## src/sli_pkg.sv

```systemverilog
// Purpose: Shared constants and types for the status and ring indicators.
// Assumes: 250 MHz core clock and a 1 ms enable tick.
// Notes: Durations are in milliseconds; cycle counts derive from them.
`default_nettype none
package sli_pkg;
   localparam int unsigned CLK_HZ = 250000000;
   localparam int unsigned MS_PERIOD_NS = 1000000;
   localparam int unsigned CLK_PERIOD_NS = 4;
   localparam int unsigned CYCLES_PER_MS = MS_PERIOD_NS / CLK_PERIOD_NS;
   localparam int unsigned SEARCH_HIGH_MS = 200;
   localparam int unsigned SEARCH_LOW_MS = 1800;
   localparam int unsigned IDLE_HIGH_MS = 1800;
   localparam int unsigned IDLE_LOW_MS = 200;
   localparam int unsigned DATA_HIGH_MS = 125;
   localparam int unsigned DATA_LOW_MS = 125;
   localparam int unsigned RING_PULSE_MS = 120;
   localparam int unsigned MS_CNT_W = 12;
   localparam logic RING_IDLE_LEVEL_RST = 1'b1;
   typedef enum logic [2:0] {
      SLI_ACT_OFF,
      SLI_ACT_SEARCH,
      SLI_ACT_IDLE,
      SLI_ACT_DATA,
      SLI_ACT_VOICE
   } sli_act_e;
endpackage
`default_nettype wire

```

## src/sli_tick_if.sv

```systemverilog
// Purpose: Carries the millisecond tick between indicator modules.
// Assumes: One clock domain.
// Notes: The tick is a one-cycle enable.
`timescale 1ns/10ps
`default_nettype none
interface sli_tick_if;
   logic msTick;
   modport source (output msTick);
   modport sink (input msTick);
endinterface
`default_nettype wire

```

## src/sli_indicator_top.sv

```systemverilog
// Purpose: Drives the registration, activity, status and ring indicators.
// Assumes: State inputs come from logic on core_clk; urcNew is a pulse.
// Notes: Open-drain status uses an active-low output enable.
`timescale 1ns/10ps
`default_nettype none
// Functional notes
// [RULE1] Registration output high only while registered on LTE, else low.
// [RULE2] Searching: activity output 200 ms high, 1800 ms low, repeating.
// [RULE3] Idle: activity output 1800 ms high, 200 ms low, repeating.
// [RULE4] Data transfer: activity output 125 ms high, 125 ms low.
// [RULE5] Voice call holds activity output high and overrides blinking.
// [RULE6] Status pin driven low once powered on normally, else released.
// [RULE7] Board must pull the status pin up so release reads high.
// [RULE8] Ring output rests at its idle level, high by default.
// [RULE9] Each new notification gives one 120 ms low ring pulse; the code pulses to the inverse of ringIdleLevel, so high when that is low.
// [RULE10] Every notification triggers the pulse, whatever its port.
// [RULE11] Ring idle level and pulse enable are configurable settings.
module sli_indicator_top #(
   parameter int unsigned MS_DIV = sli_pkg::CYCLES_PER_MS
) (
   // Clock and reset
   input wire logic core_clk,
   input wire logic rst_n,
   // Network state from the modem core
   input wire logic regOnLte,
   input wire logic searching,
   input wire logic idleOnNet,
   input wire logic dataActive,
   input wire logic voiceCall,
   input wire logic poweredOn,
   // Notifications, one pulse bit per host port
   input wire logic [2:0] urcNew,
   // Ring configuration
   input wire logic ringPulseEn,
   input wire logic ringIdleLevel,
   // Indicator outputs
   output logic net_registration_indicator,
   output logic net_activity_indicator,
   output logic statusOut,
   output logic statusOe_n,
   output logic ring_indicator_out
);
   sli_tick_if tickBus();
   sli_ms_timebase #(.DIV(MS_DIV)) uTimebase (
      .core_clk(core_clk),
      .rst_n(rst_n),
      .tick(tickBus)
   );
   wire logic msTick = tickBus.msTick;

   // Picks the activity mode; voice has the highest priority.
   function automatic sli_pkg::sli_act_e pickMode(input logic v,
         input logic d, input logic i, input logic s);
      if (v) begin
         return sli_pkg::SLI_ACT_VOICE;
      end else if (d) begin
         return sli_pkg::SLI_ACT_DATA;
      end else if (i) begin
         return sli_pkg::SLI_ACT_IDLE;
      end else if (s) begin
         return sli_pkg::SLI_ACT_SEARCH;
      end
      return sli_pkg::SLI_ACT_OFF;
   endfunction

   sli_pkg::sli_act_e mode_reg, mode_next;
   logic [11:0] phaseCnt_reg;
   logic phaseHigh_reg;
   logic [11:0] highLen, lowLen;
   logic reg_reg, act_reg, ring_reg;
   logic [11:0] ringCnt_reg;
   logic ringBusy_reg;

   assign mode_next = pickMode(voiceCall, dataActive, idleOnNet, searching);

   always_comb begin
      case (mode_reg)
         sli_pkg::SLI_ACT_SEARCH: begin
            highLen = 12'(sli_pkg::SEARCH_HIGH_MS); // [RULE2]
            lowLen = 12'(sli_pkg::SEARCH_LOW_MS);
         end
         sli_pkg::SLI_ACT_IDLE: begin
            highLen = 12'(sli_pkg::IDLE_HIGH_MS); // [RULE3]
            lowLen = 12'(sli_pkg::IDLE_LOW_MS);
         end
         sli_pkg::SLI_ACT_DATA: begin
            highLen = 12'(sli_pkg::DATA_HIGH_MS); // [RULE4]
            lowLen = 12'(sli_pkg::DATA_LOW_MS);
         end
         default: begin
            highLen = 12'h1;
            lowLen = 12'h1;
         end
      endcase
   end

   always_ff @(posedge core_clk) begin
      if (!rst_n) begin
         reg_reg <= 1'b0;
      end else begin
         reg_reg <= regOnLte; // [RULE1]
      end
   end

   // A mode change restarts the pattern at the start of its high phase.
   always_ff @(posedge core_clk) begin
      if (!rst_n) begin
         mode_reg <= sli_pkg::SLI_ACT_OFF;
         phaseCnt_reg <= 12'h0;
         phaseHigh_reg <= 1'b1;
      end else if (mode_next != mode_reg) begin
         mode_reg <= mode_next;
         phaseCnt_reg <= 12'h0;
         phaseHigh_reg <= 1'b1;
      end else if (msTick) begin
         if (phaseCnt_reg == (phaseHigh_reg ? highLen : lowLen) - 12'h1)
            begin
            phaseCnt_reg <= 12'h0;
            phaseHigh_reg <= !phaseHigh_reg;
         end else begin
            phaseCnt_reg <= phaseCnt_reg + 12'h1;
         end
      end
   end

   always_ff @(posedge core_clk) begin
      if (!rst_n) begin
         act_reg <= 1'b0;
      end else begin
         case (mode_reg)
            sli_pkg::SLI_ACT_VOICE: act_reg <= 1'b1; // [RULE5]
            sli_pkg::SLI_ACT_SEARCH,
            sli_pkg::SLI_ACT_IDLE,
            sli_pkg::SLI_ACT_DATA: act_reg <= phaseHigh_reg; // [RULE2]
            default: act_reg <= 1'b0;
         endcase
      end
   end

   // A notification during a pulse restarts it, so none is swallowed.
   always_ff @(posedge core_clk) begin
      if (!rst_n) begin
         ringBusy_reg <= 1'b0;
         ringCnt_reg <= 12'h0;
      end else if ((|urcNew) && ringPulseEn) begin // [RULE10]
         ringBusy_reg <= 1'b1; // [RULE9]
         ringCnt_reg <= 12'h0;
      end else if (ringBusy_reg && msTick) begin
         if (ringCnt_reg == 12'(sli_pkg::RING_PULSE_MS - 1)) begin
            ringBusy_reg <= 1'b0;
         end else begin
            ringCnt_reg <= ringCnt_reg + 12'h1;
         end
      end
   end

   always_ff @(posedge core_clk) begin
      if (!rst_n) begin
         ring_reg <= sli_pkg::RING_IDLE_LEVEL_RST;
      end else begin
         ring_reg <= ringIdleLevel ^ ringBusy_reg; // [RULE8] [RULE11]
      end
   end

   // The pad releases to the external pull-up when not on.
   always_ff @(posedge core_clk) begin
      if (!rst_n) begin
         statusOe_n <= 1'b1;
      end else begin
         statusOe_n <= !poweredOn; // [RULE6] [RULE7]
      end
   end

   assign statusOut = 1'b0;
   assign net_registration_indicator = reg_reg;
   assign net_activity_indicator = act_reg;
   assign ring_indicator_out = ring_reg;
endmodule
`default_nettype wire

```

## src/sli_ms_timebase.sv

```systemverilog
// Purpose: Divides the core clock into a one-cycle millisecond enable.
// Assumes: core_clk at 250 MHz.
// Notes: Free running after reset.
`timescale 1ns/10ps
`default_nettype none
module sli_ms_timebase #(
   parameter int unsigned DIV = sli_pkg::CYCLES_PER_MS
) (
   // Clock and reset
   input wire logic core_clk,
   input wire logic rst_n,
   // Tick out
   sli_tick_if.source tick
);
   logic [19:0] divCnt_reg;
   always_ff @(posedge core_clk) begin
      if (!rst_n || divCnt_reg == 20'(DIV - 1)) begin
         divCnt_reg <= 20'h0;
      end else begin
         divCnt_reg <= divCnt_reg + 20'h1;
      end
   end
   assign tick.msTick = rst_n && (divCnt_reg == 20'(DIV - 1));
endmodule
`default_nettype wire

```

## config.mk

```make
export PLATFORM = sky130hd
export DESIGN_NAME = sli_indicator_top
export DESIGN_NICKNAME = d
export VERILOG_FILES = /design/src/sli_pkg.sv /design/src/sli_tick_if.sv /design/src/sli_indicator_top.sv /design/src/sli_ms_timebase.sv
export SDC_FILE = /design/constraint.sdc
export NUM_CORES = 1
export LEC_CHECK = 0
export ABC_AREA = 0
export BUFFER_PORTS_ARGS = -buffer_cell sky130_fd_sc_hd__buf_4
export CORE_MARGIN = 8
export CORE_UTILIZATION = 40
export CTS_CLUSTER_DIAMETER = 80
export DETAILED_ROUTE_END_ITERATION = 12
export GPL_ROUTABILITY_DRIVEN = 0
export PLACE_DENSITY_LB_ADDON = 0.08
export SYNTH_ARGS = -nofsm -noshare
export SYNTH_HDL_FRONTEND = slang
export SYNTH_SLANG_ARGS = --single-unit
```

## constraint.sdc

```tcl
create_clock -name core_clk -period 3.1 [get_ports core_clk]
set_input_delay 0.93 -clock core_clk [delete_from_list [all_inputs] [get_ports core_clk]]
set_output_delay 0.93 -clock core_clk [all_outputs]
set_load 0.02 [all_outputs]
```

==> metrics <==
status finished clean; final core occ roughly 46%; share of cells above drive strength 1 11.7%; Mean Syn Cell Area 8.94 um2; Total GRT Usage roughly a tenth; vias around 2000; Post-synth EDFFs 0; Setup CP Type reg2reg; Cells after Synth 298; TNS Setup 0 ns; Synth async-reset ratio 0%; H-tree depth 2; Final Cycle Share ~80%; Largest register FFs 20; Tightest Pin Transition about 0.62 ns; Via density around 5.2; WP data required roughly 3.3 ns; hold path start uTimebase.divCnt_reg[0]$_SDFF_PP0_; Main synth FF type dfxtp_1; die footprint 0.00953 mm2; number of global-route vias before repair 1830; Routed WL per cell ~13 um; Reg area between 0.001 and 0.0015 mm2; First-pass DRT Iterations 4; Yosys reg bits 53; CP Launch Point mode_reg[0]$_SDFFE_PN0P_; hold_buf cts 0; # IOs 18; Tmin final 2.42 ns; net count of the finished layout between 300 and 400; core area 0.00639 mm2; skew final 0.0125 ns; Peak VDD IR 0.266 mV; post-CTS sizing 0; r2r startpoint mode_reg[0]$_SDFFE_PN0P_; Crit. End Element register; CP Launch Type register; DRC Markers 0; r2r setup slk roughly 0.68 ns; Max Cap Viol 0; FMAX ~410 MHz; diodes inserted 0; PwrDens 438 mW/mm2; CP max FO 12; area of the mapped netlist 0.00266 mm2; Clock transition at path regs 0.10 ns; Port-buffer cells 16; footprint of the multi-input gates 0.00150 mm2; # rows 29; post-route ant nets 0; LEAKAGE approximately 1.1 nW; Die Y slightly below 100 um; post-synth cell types 50; clock tree from TritonCTS built; total power around 0.0013 W; Synthesized Nets 315; sequential-to-total area share from yosys stat approximately 40%; Min-Delay Path Class reg2reg; DRT iter0 DRCs 101; later-pin clock latency in the skew report 0.31 ns; CP arrival 2.61 ns; Ys Warns 0; width of the die between 90 and 100 um; CTS Root Cell clkbuf_8; CTS max path bufs 2; Relative slew margins around three fifths; GRT Residual Overflow 0; Fin. Hold Viols 0; largest net degree at the start of global routing 19; setup bufs post-CTS 0; first-pass GRT wire length about 8600 um; filler cell count around 640; Starting Density between 40% and 50%; Layout area overhead 9.21%; Routed WL 5070 um; RSZ-0062 raised after global routing false; clk sink count 53; Final Max Slew Viols 0; initial antenna violation count 0; TritonCTS Buffers 5; Final setup viols 0; HPWL Detailed 3540 um
-- layer usage --
metal	up-vias	part of all wire, %	track usage, %
li1	1044	-	-
met1	936	50	13.2
met2	18	46	17.3
met3	6	2.4	2.63
met4	0	1.4	3.85
met5	-	0	0
-- final timing paths --
check | end | depth (start not counted)
setup / recovery | phaseCnt_reg[1]$_SDFFE_PP0P_ | 9
hold / removal | uTimebase.divCnt_reg[0]$_SDFF_PP0_ | 1
setup reg to reg | phaseCnt_reg[1]$_SDFFE_PP0P_ | 9
hold reg to reg | uTimebase.divCnt_reg[0]$_SDFF_PP0_ | 1
-- cells in the final DEF (no fill, tap or decap), drive strengths merged, types with 4 or more instances in the layout --
cell / count
clkbuf: 7
nand4: 17
and3: 10
nand2: 14
mux2i: 5
xor2: 30
buf: 16
nand3: 17
nor4: 5
and4: 4
nor3: 10
dfxtp: 53
xnor2: 17
and2: 6
ha: 4
inv: 5
nor2: 56
-- worst max-delay path, cell delays in order (launching register included) --
cell and delay, ns:
dfxtp_1 0.52, xnor2_1 0.11, nor2_1 0.21, ha_1 0.28, xnor2_1 0.13, a21oi_1 0.13
nand4_1 0.08, nand4bb_1 0.25, o21ai_2 0.47, nor3_1 0.12
-- through the flow --
stage / cells / worst slack [ns] / cell area [um2] / hold WS, ns
after floorplan: 298 / 1.07 / 2660 / 0.413
after global placement: 377 / 0.677 / 2790 / 0.425
after detailed placement: 377 / 0.677 / 2790 / 0.449
after CTS: 385 / 0.658 / 2910 / 0.462
after global routing: 385 / 0.400 / 2910 / 0.506
final: 385 / 0.679 / 2910 / 0.478
-- logic make-up after synthesis --
kind of cell	count (synthesis)	synth area share (%)
simple gates	149	31.3
flops	53	39.8
xor+xnor	47	15.5
compound gates	20	5.54
buf+inv	19	3.99
mux	5	1.88
fa+ha+maj	4	1.88
other cells	1	0.141
-- power breakdown --
part	switching (W)	internal, W	total, W
Combinational	0.0000449	0.0000419	0.0000868
Sequential	0.0000106	0.000690	0.000701
Clock	0.000224	0.000264	0.000488
-- synth_stat cells (2+ instances only) --
cell type | count | area, um2
o21bai_1 | 2 | 15.0
and3_1 | 9 | 56.3
clkbuf_1 | 3 | 11.3
nor4_1 | 3 | 18.8
nand2b_1 | 2 | 12.5
and4_1 | 4 | 35.0
ha_1 | 4 | 50.1
xnor2_1 | 17 | 149
dfxtp_1 | 53 | 1060
buf_4 | 2 | 15.0
nand3_1 | 15 | 75.1
mux2i_1 | 5 | 50.1
o21ai_0 | 2 | 10.0
buf_2 | 6 | 30.0
and2_1 | 6 | 37.5
nor2b_1 | 3 | 18.8
inv_1 | 5 | 18.8
a21oi_1 | 3 | 15.0
nor2_1 | 55 | 206
buf_6 | 2 | 22.5
nor3_1 | 7 | 35.0
nor3_4 | 2 | 32.5
xor2_1 | 30 | 263
nand2_1 | 14 | 52.6
a31oi_1 | 3 | 18.8
nand4_1 | 16 | 100
o31ai_1 | 2 | 15.0
-- final cells by class --
| type | count | area share [%] |
|---|---|---|
| Multi-Input combinational cell | 226 | 51.4 |
| Clock buffer | 7 | 2.97 |
| Tap cell | 77 | 3.31 |
| Sequential cell | 53 | 36.5 |
| Clock inverter | 1 | 1.03 |
| Timing Repair Buffer | 16 | 4.13 |
| Inverter | 5 | 0.645 |
Power figures use the tool's default switching activity.
